## src/smd_map.vh

```
// Contract
// - two status bytes per slot follow the two coupling bytes, slot 1 first.
// - dual-width module: both slots share byte-1 layout, only first slot active.
// - byte-1 bit 7 set while the slot module is active.
// - byte-1 bit 6 set while any channel is simulated.
// - byte-1 bit 5 set on module error; bit 4 reads zero.
// - error code 1 on slot timeout (no module), 0 when no fault.
// - error code 2 to 6 on internal bus communication failure.
// - error code 9 when inserted type differs from configured type.
// - error code 10 on internal module fault such as lead breakage.
// - families without channel diagnostics hold byte 2 at zero.
// - digital: data in even bits, invalid flag in odd bits, channels 1 to 4.
// - byte 4 only for dual-width modules, channels 5 to 8 same pattern.
// - channel bits beyond the module channel count read as reserved zero; counter state and invalid bits are not masked by the count.
// - relay pair: channel 1 in bit 0, channel 2 in bit 1, rest zero.
// - counter: state bit 0, invalid bit 1, direction bit 3, rest zero.
// - analog current: undershoot bits 0 and 4, invalid bits 1 and 5.
`ifndef SMD_MAP_VH
`define SMD_MAP_VH
`define SMD_NSLOT 8
`define SMD_SLOT_W 3
// byte addresses on the avalon bus (word index times four)
`define SMD_ADDR_W 6
`define SMD_A_GLOBAL 6'h00
`define SMD_A_SLOT0 6'h04
`define SMD_A_SLOTL 6'h20
`define SMD_A_IRQ_STAT 6'h30
`define SMD_A_IRQ_MASK 6'h34
`define SMD_A_SLOT_IDX_LSB 2
// byte-1 fields
`define SMD_B1_ACT 7
`define SMD_B1_SIM 6
`define SMD_B1_ERR 5
// error codes
`define SMD_EC_NONE 4'h0
`define SMD_EC_TMO 4'h1
`define SMD_EC_BUS_MIN 4'h2
`define SMD_EC_BUS_MAX 4'h6
`define SMD_EC_TYPE 4'h9
`define SMD_EC_INT 4'ha
// module families
`define SMD_F_NONE 3'h0
`define SMD_F_DIG 3'h1
`define SMD_F_RELAY 3'h2
`define SMD_F_CNT 3'h3
`define SMD_F_ANA 3'h4
`define SMD_DEADBEEF 32'hbad0_0000
`endif

```

## src/smd_status.v

```verilog
// The Avalon-MM slave port and the register addresses were chosen for this implementation.
`timescale 1ns/1ps
`default_nettype none
`include "smd_map.vh"
// per-slot module diagnostic status bank; each slot word = {byte4,byte2,byte1}
// in bits [23:16],[15:8],[7:0]; a dual-width second slot shows byte3 = byte1
// without active and byte4 is carried in the first slot word
module smd_status (
   input wire I_CLK,
   input wire I_RSTN,
   // avalon-mm slave
   input wire [5:0] I_AVS_ADDRESS,
   input wire I_AVS_READ,
   input wire I_AVS_WRITE,
   input wire [31:0] I_AVS_WRITEDATA,
   input wire [3:0] I_AVS_BYTEENABLE,
   output reg [31:0] O_AVS_READDATA,
   output wire O_AVS_WAITREQUEST,
   output wire O_IRQ,
   // global coupling bytes
   input wire [15:0] I_GLOBAL_STATUS,
   // slot inputs, one field per slot
   input wire [7:0] I_PRESENT,
   input wire [7:0] I_ENABLED,
   input wire [7:0] I_DUAL_SECOND,
   input wire [7:0] I_TYPE_MISMATCH,
   input wire [7:0] I_INT_FAULT,
   input wire [23:0] I_BUS_ERR_CODE,
   input wire [23:0] I_FAMILY,
   input wire [31:0] I_CHAN_CNT,
   input wire [63:0] I_CHAN_DATA,
   input wire [63:0] I_CHAN_INVALID,
   input wire [63:0] I_CHAN_SIM,
   input wire [7:0] I_CNT_DIR
);
   reg [23:0] slot_reg [0:`SMD_NSLOT-1];
   reg [7:0] irq_stat_reg;
   reg [7:0] irq_mask_reg;
   reg ack_reg;
   wire [`SMD_SLOT_W-1:0] a_idx;
   integer k;
   integer j; // loop index of the bus process, so each index has one driver

   // error code, priority: absent, bus, type, internal fault
   function [3:0] err_code;
      input present;
      input [2:0] bus;
      input mism;
      input intf;
      begin
         err_code = `SMD_EC_NONE;
         if (!present)
            err_code = `SMD_EC_TMO;
         else if (bus != 3'h0)
            err_code = (bus > 3'h5) ? `SMD_EC_BUS_MAX : {1'b0, bus} + 4'h1;
         else if (mism)
            err_code = `SMD_EC_TYPE;
         else if (intf)
            err_code = `SMD_EC_INT;
      end
   endfunction

   // channel byte for a group of four channels; cnt counts channels in group
   function [7:0] chan_byte;
      input [2:0] fam;
      input [3:0] dat;
      input [3:0] inv;
      input [2:0] cnt;
      input dir;
      reg [3:0] m;
      begin
         m = (cnt >= 3'h4) ? 4'hf : ((4'h1 << cnt) - 4'h1);
         chan_byte = 8'h00;
         case (fam)
            `SMD_F_DIG: chan_byte = {inv[3] & m[3], dat[3] & m[3], inv[2] & m[2], dat[2] & m[2],
                                     inv[1] & m[1], dat[1] & m[1], inv[0] & m[0],
                                     dat[0] & m[0]};
            `SMD_F_RELAY: chan_byte = {6'h00, dat[1] & m[1], dat[0] & m[0]};
            `SMD_F_CNT: chan_byte = {4'h0, dir, 1'b0, inv[0], dat[0]};
            `SMD_F_ANA: chan_byte = {2'h0, inv[1] & m[1], dat[1] & m[1], 2'h0,
                                     inv[0] & m[0], dat[0] & m[0]};
            default: chan_byte = 8'h00;
         endcase
      end
   endfunction

   // rebuild every slot word each cycle so reads are always current
   always @(posedge I_CLK or negedge I_RSTN) begin
      if (!I_RSTN) begin
         for (k = 0; k < `SMD_NSLOT; k = k + 1)
            slot_reg[k] <= 24'h000000;
      end else begin
         for (k = 0; k < `SMD_NSLOT; k = k + 1) begin : upd
            reg [3:0] ec;
            reg [7:0] c8;
            ec = err_code(I_PRESENT[k], I_BUS_ERR_CODE[k*3 +: 3], I_TYPE_MISMATCH[k],
                          I_INT_FAULT[k]);
            c8 = I_CHAN_CNT[k*4 +: 4] > 4'h4 ? 8'h04 : {4'h0, I_CHAN_CNT[k*4 +: 4]};
            slot_reg[k][7:0] <= {I_PRESENT[k] & I_ENABLED[k] & ~I_DUAL_SECOND[k],
                                 |(I_CHAN_SIM[k*8 +: 8]),
                                 ec != `SMD_EC_NONE, 1'b0, ec};
            slot_reg[k][15:8] <= (I_DUAL_SECOND[k] || !I_PRESENT[k]) ? 8'h00 :
               chan_byte(I_FAMILY[k*3 +: 3], I_CHAN_DATA[k*8 +: 4], I_CHAN_INVALID[k*8 +: 4],
                         c8[2:0], I_CNT_DIR[k]);
            // upper four channels only exist on a dual-width module
            slot_reg[k][23:16] <= (I_CHAN_CNT[k*4 +: 4] > 4'h4 && I_PRESENT[k]) ?
               chan_byte(I_FAMILY[k*3 +: 3], I_CHAN_DATA[k*8+4 +: 4],
                         I_CHAN_INVALID[k*8+4 +: 4], I_CHAN_CNT[k*4 +: 3] - 3'h4,
                         1'b0) : 8'h00;
         end
      end
   end

   assign a_idx = I_AVS_ADDRESS[`SMD_A_SLOT_IDX_LSB +: `SMD_SLOT_W];

   // one wait state per access so read data come from a flop
   assign O_AVS_WAITREQUEST = (I_AVS_READ | I_AVS_WRITE) & ~ack_reg;
   assign O_IRQ = |(irq_stat_reg & irq_mask_reg);

   // bus slave, interrupt status (error per slot, set beats read clear)
   always @(posedge I_CLK or negedge I_RSTN) begin
      if (!I_RSTN) begin
         ack_reg <= 1'b0;
         O_AVS_READDATA <= 32'h00000000;
         irq_stat_reg <= 8'h00;
         irq_mask_reg <= 8'h00;
      end else begin
         ack_reg <= (I_AVS_READ | I_AVS_WRITE) & ~ack_reg;
         for (j = 0; j < `SMD_NSLOT; j = j + 1)
            if (slot_reg[j][`SMD_B1_ERR])
               irq_stat_reg[j] <= 1'b1;
         if (I_AVS_READ && !ack_reg) begin
            if (I_AVS_ADDRESS == `SMD_A_GLOBAL)
               O_AVS_READDATA <= {16'h0000, I_GLOBAL_STATUS};
            else if (I_AVS_ADDRESS >= `SMD_A_SLOT0 && I_AVS_ADDRESS <= `SMD_A_SLOTL)
               O_AVS_READDATA <= {8'h00, slot_reg[a_idx - 3'h1]};
            else if (I_AVS_ADDRESS == `SMD_A_IRQ_STAT) begin
               O_AVS_READDATA <= {24'h000000, irq_stat_reg};
               for (j = 0; j < `SMD_NSLOT; j = j + 1)
                  if (!slot_reg[j][`SMD_B1_ERR])
                     irq_stat_reg[j] <= 1'b0;
            end else if (I_AVS_ADDRESS == `SMD_A_IRQ_MASK)
               O_AVS_READDATA <= {24'h000000, irq_mask_reg};
            else
               O_AVS_READDATA <= `SMD_DEADBEEF;
         end
         // a write lands only at the edge where waitrequest is low
         if (I_AVS_WRITE && ack_reg && I_AVS_ADDRESS == `SMD_A_IRQ_MASK && I_AVS_BYTEENABLE[0])
            irq_mask_reg <= I_AVS_WRITEDATA[7:0];
      end
   end
endmodule // smd_status
`default_nettype wire

```

## config.mk

```make
export PLATFORM = sky130hd
export DESIGN_NAME = smd_status
export DESIGN_NICKNAME = d
export VERILOG_FILES = /design/src/smd_status.v
export VERILOG_INCLUDE_DIRS = /design/src /design/src/src
export SDC_FILE = /design/constraint.sdc
export NUM_CORES = 1
export LEC_CHECK = 0
export BUFFER_PORTS_ARGS = -buffer_cell sky130_fd_sc_hd__buf_2
export CAP_MARGIN = 10
export CORE_ASPECT_RATIO = 0.6
export CORE_MARGIN = 2
export CORE_UTILIZATION = 30
export CTS_BUF_LIST = sky130_fd_sc_hd__clkbuf_8 sky130_fd_sc_hd__clkbuf_16
export DETAILED_ROUTE_END_ITERATION = 7
export GPL_TIMING_DRIVEN = 0
export HOLD_SLACK_MARGIN = 0.05
export PLACE_DENSITY = 0.57
export SLEW_MARGIN = 20
export SYNTH_ARGS = -nofsm -noshare
export SYNTH_HDL_FRONTEND = slang
export SYNTH_SLANG_ARGS = --single-unit
```

## constraint.sdc

```tcl
create_clock -name I_CLK -period 1.6 [get_ports I_CLK]
set_input_delay 0.08 -clock I_CLK [delete_from_list [all_inputs] [get_ports I_CLK]]
set_output_delay 0.08 -clock I_CLK [all_outputs]
set_load 0.02 [all_outputs]
```

==> results of run 1 <==
## worst max path at each step
stage | from | endpoint | slack [ns] | depth (start not counted)
final | I_FAMILY[23] | slot_reg[15]$_DFF_PN0_ | -0.03 | 6
after global placement | I_RSTN | slot_reg[56]$_DFF_PN0_ | -3.49 | 1
after floorplan | I_CHAN_CNT[22] | slot_reg[57]$_DFF_PN0_ | -0.24 | 7
after detailed placement | I_AVS_ADDRESS[2] | O_AVS_READDATA[7]$_DFFE_PN0P_ | -1.02 | 10
after global routing | slot_reg[188]$_DFF_PN0_ | O_AVS_READDATA[20]$_DFFE_PN0P_ | -0.05 | 3
after CTS | slot_reg[188]$_DFF_PN0_ | O_AVS_READDATA[20]$_DFFE_PN0P_ | -0.009 | 3
## worst max-delay path, stage by stage
cell and delay (ns):
clkbuf_1 0.19, nor3b_1 0.47, dlygate4sd3_1 0.64, nand2_1 0.08, nor2_1 0.44, and2_1 0.20
## cell type report
| type | count | area share, % |
|---|---|---|
| diodes | 6 | 0.0710 |
| well taps | 570 | 3.37 |
| inverters | 53 | 0.964 |
| repair buffers | 802 | 29.2 |
| clock inverters | 15 | 0.828 |
| clock buffers | 29 | 3.16 |
| plain buffers | 61 | 2.19 |
| multi-input cells | 901 | 33.4 |
| flip-flops and latches | 226 | 26.7 |
## metrics by stage
step | cell area [µm²] | std cells | util (%) | hold WS, ns
after global placement | 15700 | 2191 | 37.3 | 0.273
after global routing | 21100 | 2661 | 50.3 | 0.0534
final | 21200 | 2663 | 50.3 | 0.0133
after CTS | 20800 | 2644 | 49.4 | -0.0202
after detailed placement | 15700 | 2193 | 37.5 | -0.0130
after floorplan | 13100 | 1241 | - | -0.216
## cells in the mapped netlist, types with 21 or more instances
library cell | count | area, µm²
nor3b_1 | 25 | 188
a21oi_1 | 45 | 225
nand3_1 | 36 | 180
dfrtp_1 | 226 | 5660
o311ai_0 | 21 | 184
clkbuf_1 | 33 | 124
o21ai_0 | 46 | 230
and2_1 | 27 | 169
nor2_1 | 77 | 289
mux4_2 | 46 | 1040
nand2_1 | 152 | 571
nor2b_1 | 37 | 231
ha_1 | 36 | 450
inv_1 | 53 | 199
a22oi_1 | 28 | 210
## where the power goes
| group | switching (µW) | internal (µW) | leakage (µW) |
|---|---|---|---|
| registers | 115 | 5910 | 0.00296 |
| clock network | 2490 | 3480 | 0.000420 |
| logic | 1750 | 1780 | 0.00623 |
## what timing repair did
item | CTS | global route
endpoints found under the hold margin | 435 | 9
pin swaps | 2 | 11
buffers inserted | 7 | 8
cloned | 1 | 1
gates resized for setup | 25 | 72
endpoints found under the setup margin | 41 | 77
hold buffers | 399 | 7
## kinds of logic (layout without fill, tap and decap cells)
group,count (synthesis),after routing,share of synthesized area [%]
AO/OA/AOI/OAI,272,272,15.4
XOR/XNOR,22,22,1.50
adder cells (fa/ha/maj),44,44,4.14
buffers and inverters,114,960,4.01
flip-flops,226,226,44.2
multiplexers,77,77,10.6
other,1,9,0.0293
AND/OR/NAND/NOR,483,483,20.1
## metal layers
| metal | global-route usage [%] | vias up |
|---|---|---|
| met4 | 6.78 | 2 |
| met5 | 0 | - |
| met3 | 4.99 | 112 |
| met1 | 32.7 | 6617 |
| met2 | 37.1 | 585 |
| li1 | - | 6251 |
==> flow_summary.yaml, run 1 <==
setup_path:
  critPathMaxFanout: 8
  r2r-start: "slot_reg[190]$_DFF_PN0_"
  rrSetupSlack_ns: -0.03
  cp.arrival_ns: 2.11
  crit_type: "primary input to flop"
  r2r-end: "O_AVS_READDATA[22]$_DFFE_PN0P_"
  required_ns: 2.09
  cp-end-kind: "flop"
  crit_path_start_kind: "primary input"
  worst-r2r-cell-count: 3
yosys:
  synth-async-reset-ratio_pct: 100
  synth.distinct_cells: 56
  yosys_warnings: 0
  ys.flop_type: "dfrtp_1"
  synth_area_mm2: 0.0128
  synthCells: 1239
  synth_area_per_cell_um2: 10.3
  synth_edf_count: 0
  ys_seq_area_share_pct: 44.2
  yosys_register_bits: 226
route:
  drtAntennaViolNets: 0
  routed-via-count: 13567
  dr.pass1.iters: 5
  maxUsedRoutingLayer: "met5"
  drtIter0Drc: 1082
  wl_met3_um: 4120
  drt-total-wl_um: 54300
  routedWlPerCell_um: 20.4
  vias_per_cell: 5.09
  met1Wirelength_um: 24400
  wl_met2_um: 24000
  drcViolationCount: 0
layout:
  ff_latch_area_mm2: 0.00566
  multi_input_area_mm2: 0.00707
  final_common_cell: "dlygate4sd3_1"
  fillCellCount: 3738
  mostFrequentLayoutCells: "402 x dlygate4sd3_1, 386 x buf_2, 226 x dfrtp_1, 152 x nand2_1, 76 x nor2_1"
  largest_reg_flops: 184
  area_growth_pct: 65.2
  fin_nets: 2487
  drive_above_1_share_pct: 30.9
timing:
  worst_slew_pin_slew_ns: 0.877
  rsz0062_at_grt: "true"
  setup-violations-final: 4
  setup_slack_ns: -0.0250
  slew_headroom_pct: 41.1
  finalCritPeriodShare_pct: 102
  setup_tns_ns: -0.0907
  finClkSkew_ns: 0.0289
  fmax_mhz: 615
  fin_crit_ns: 1.63
  hold_viol_final: 0
  slew_violations: 0
grt:
  grt_pass1_wl_um: 79200
  track_usage_pct: 23.5
  antenna_found_initial: 8
  grt_start_max_net_pins: 97
  grt_pass1_vias: 13570
  overflow: 0
placement:
  io_buffers: 380
  place_hpwl_um: 38500
  pre_cts_ws_ns: -1.02
  globalplace.congestion: 0.924
clocking:
  numCtsBuffers: 24
  clock-sinks: 226
  clk_pin_slew_ns: 0.07
  tritoncts: "yes"
  clockRootBuffer: "clkbuf_16"
  cts_buffer_depth: 3
  clock_latency_ns: 0.56
  htreeDepth: 1
min_path:
  hp-class: "primary input to flop"
  hold-path-cell-count: 4
  min_to: "slot_reg[125]$_DFF_PN0_"
  worstHoldStart: "I_TYPE_MISMATCH[2]"
floorplanning:
  io_pins: 416
  core-area_mm2: 0.0420
  initial_core_util_pct: 30.5
  die_w_um: 271
  die_h_um: 164
  die-area_mm2: 0.0444
  num_rows: 58
run:
  max_cap_violations: 0
power_and_ir_drop:
  irDropWorstVdd_mv: 0.571
  p_leak_uw: 0.00961
  p_total_uw: 15500
  powerDensity_mw_per_mm2: 734
outcome:
  violations: "negative setup slack"
  status: "complete, but fails checks"
Power figures use the tool's default switching activity.
==> inputs of run 2 (changes only) <==
Settings changed: CTS_BUF_LIST sky130_fd_sc_hd__clkbuf_8 sky130_fd_sc_hd__clkbuf_16 to unset.
==> run 2 against run 1 <==
Net effect: largest power group unchanged; power is essentially flat; final cell count is the same; clock skew grew 0.0012 ns; the run still ends with negative setup slack left; setup slack gained 0.0029 ns; worst hold slack gained 0.0045 ns; global-route usage is the same; non-clock buffer count is the same; sequential power is essentially flat; critical endpoint is now O_AVS_READDATA[20]$_DFFE_PN0P_.
==> flow_summary.yaml, run 2 (synthesis results as in run 1) <==
timing:
  setup_slack_ns: -0.0221
  setup-violations-final: 2
  finClkSkew_ns: 0.0300
  slew_violations: 0
  slew_headroom_pct: 38.7
  fin_crit_ns: 1.62
  worst_slew_pin_slew_ns: 0.913
  finalCritPeriodShare_pct: 101
  rsz0062_at_grt: "true"
  hold_viol_final: 0
  fmax_mhz: 616
outcome:
  violations: "negative setup slack"
  status: "complete, but fails checks"
layout:
  ff_latch_area_mm2: 0.00566
  mostFrequentLayoutCells: "402 x dlygate4sd3_1, 386 x buf_2, 226 x dfrtp_1, 152 x nand2_1, 76 x nor2_1"
  area_growth_pct: 65.2
  drive_above_1_share_pct: 30.9
  largest_reg_flops: 184
  fillCellCount: 3738
  multi_input_area_mm2: 0.00707
  final_common_cell: "dlygate4sd3_1"
  fin_nets: 2487
power_and_ir_drop:
  p_leak_uw: 0.00960
  powerDensity_mw_per_mm2: 735
  comb_power_share_pct: 22.7
  power.internal_uw: 11200
  irDropWorstVdd_mv: 0.578
  clockPowerShare_pct: 38.5
  net-switching-power_uw: 4350
  power_frac_seq_pct: 38.8
  p_total_uw: 15500
  p_sw_share_pct: 28.0
floorplanning:
  num_rows: 58
  io_pins: 416
  die_h_um: 164
  die-area_mm2: 0.0444
  die_w_um: 271
  initial_core_util_pct: 30.5
  core-area_mm2: 0.0420
min_path:
  min_to: "slot_reg[125]$_DFF_PN0_"
  hold-path-cell-count: 4
  worstHoldStart: "I_TYPE_MISMATCH[2]"
  hp-class: "primary input to flop"
setup_path:
  cpPeakStageDelay_ns: 0.51
  rrSetupSlack_ns: -0.02
  cp-end-kind: "flop"
  crit_type: "flop to flop"
  required_ns: 2.02
  r2r-start: "slot_reg[188]$_DFF_PN0_"
  path_cells: "mux4_2, mux2_4, a221o_1"
  cp.arrival_ns: 2.04
  crit_path_start_kind: "flop"
  worst-r2r-cell-count: 3
  critPathMaxFanout: 1
  cp_slowest_cell: "mux4_2"
  r2r-end: "O_AVS_READDATA[20]$_DFFE_PN0P_"
clocking:
  tritoncts: "yes"
  cts_buffer_depth: 3
  clk_pin_slew_ns: 0.07
  numCtsBuffers: 24
  clock-sinks: 226
  clockRootBuffer: "clkbuf_16"
  htreeDepth: 1
  clock_latency_ns: 0.56
grt:
  grt_pass1_vias: 13570
  track_usage_pct: 23.5
  antenna_found_initial: 8
  overflow: 0
  grt_start_max_net_pins: 97
  grt_pass1_wl_um: 79200
placement:
  pre_cts_ws_ns: -1.02
  globalplace.congestion: 0.924
  place_hpwl_um: 38500
  io_buffers: 380
route:
  drtIter0Drc: 1140
  drt-total-wl_um: 54300
  drcViolationCount: 0
  vias_per_cell: 5.09
  dr.pass1.iters: 6
  drtAntennaViolNets: 0
  routed-via-count: 13555
  routedWlPerCell_um: 20.4
run:
  max_cap_violations: 0
==> run 2: changes by cell type in the layout (fill, tap and decap cells not counted), sizes merged <==
cell and delta:
inv -2, clkbuf +2
==> run 2: cell type report <==
| type | instances | share of cell area [%] |
|---|---|---|
| Multi-Input combinational cell | 901 | 33.4 |
| Timing Repair Buffer | 802 | 29.2 |
| Sequential cell | 226 | 26.7 |
| Tap cell | 570 | 3.37 |
| Clock buffer | 31 | 3.20 |
| Buffer | 61 | 2.19 |
| Inverter | 53 | 0.964 |
| Clock inverter | 13 | 0.793 |
| Antenna cell | 6 | 0.0710 |
==> run 2: layer usage <==
layer	wire, µm	part of all wire, %	global-route usage, %
met4	1770	3.3	6.78
met5	7	0.013	0
met3	4150	7.6	4.99
met2	24000	44	37.1
met1	24300	45	32.7
==> run 2: timing repair <==
item                                    in CTS  in global routing
hold buffers                               399                  7
endpoints found under the hold margin      435                  9
cloned                                       1                  1
setup buffers                                7                  8
gates resized for setup                     25                 72
pin swaps                                    2                 11
endpoints found under the setup margin      41                 77
==> run 2: per-stage QoR <==
stage	TNS (ns)	util [%]	std cells	hold slack [ns]	instance area, µm²
floorplan	-7.42	-	1241	-0.216	13100
global placement	-825.57	37.3	2191	0.273	15700
detailed placement	-43.55	37.5	2193	-0.0130	15700
CTS	-0.0153	49.4	2644	-0.0202	20800
global route	-0.131	50.3	2661	0.0534	21100
finish	-0.0393	50.3	2663	0.0178	21200
==> run 2: power by group through the flow <==
stage,registers (µW),clock network [µW],logic [µW]
floorplan,6150,0,1280
global placement,6120,0,2540
detailed placement,6120,0,2600
CTS,6020,6120,3390
global route,6040,6360,3800
finish,6020,5980,3530
==> run 2: worst max-delay path: cells and delay by family, from the launching register on <==
family             cells  cell delay [ns]
AOI/OAI and AO/OA      1             0.29
DFF                    1             0.39
muxes                  2             0.81
==> run 2: worst max-delay path by stage <==
| stage | endpoint | slack [ns] | start | cells past startpoint |
|---|---|---|---|---|
| final | O_AVS_READDATA[20]$_DFFE_PN0P_ | -0.02 | slot_reg[188]$_DFF_PN0_ | 3 |
| after global routing | O_AVS_READDATA[20]$_DFFE_PN0P_ | -0.05 | slot_reg[188]$_DFF_PN0_ | 3 |
| after CTS | O_AVS_READDATA[20]$_DFFE_PN0P_ | -0.009 | slot_reg[188]$_DFF_PN0_ | 3 |
| after detailed placement | O_AVS_READDATA[7]$_DFFE_PN0P_ | -1.02 | I_AVS_ADDRESS[2] | 10 |
| after global placement | slot_reg[56]$_DFF_PN0_ | -3.49 | I_RSTN | 1 |
| after floorplan | slot_reg[57]$_DFF_PN0_ | -0.24 | I_CHAN_CNT[22] | 7 |
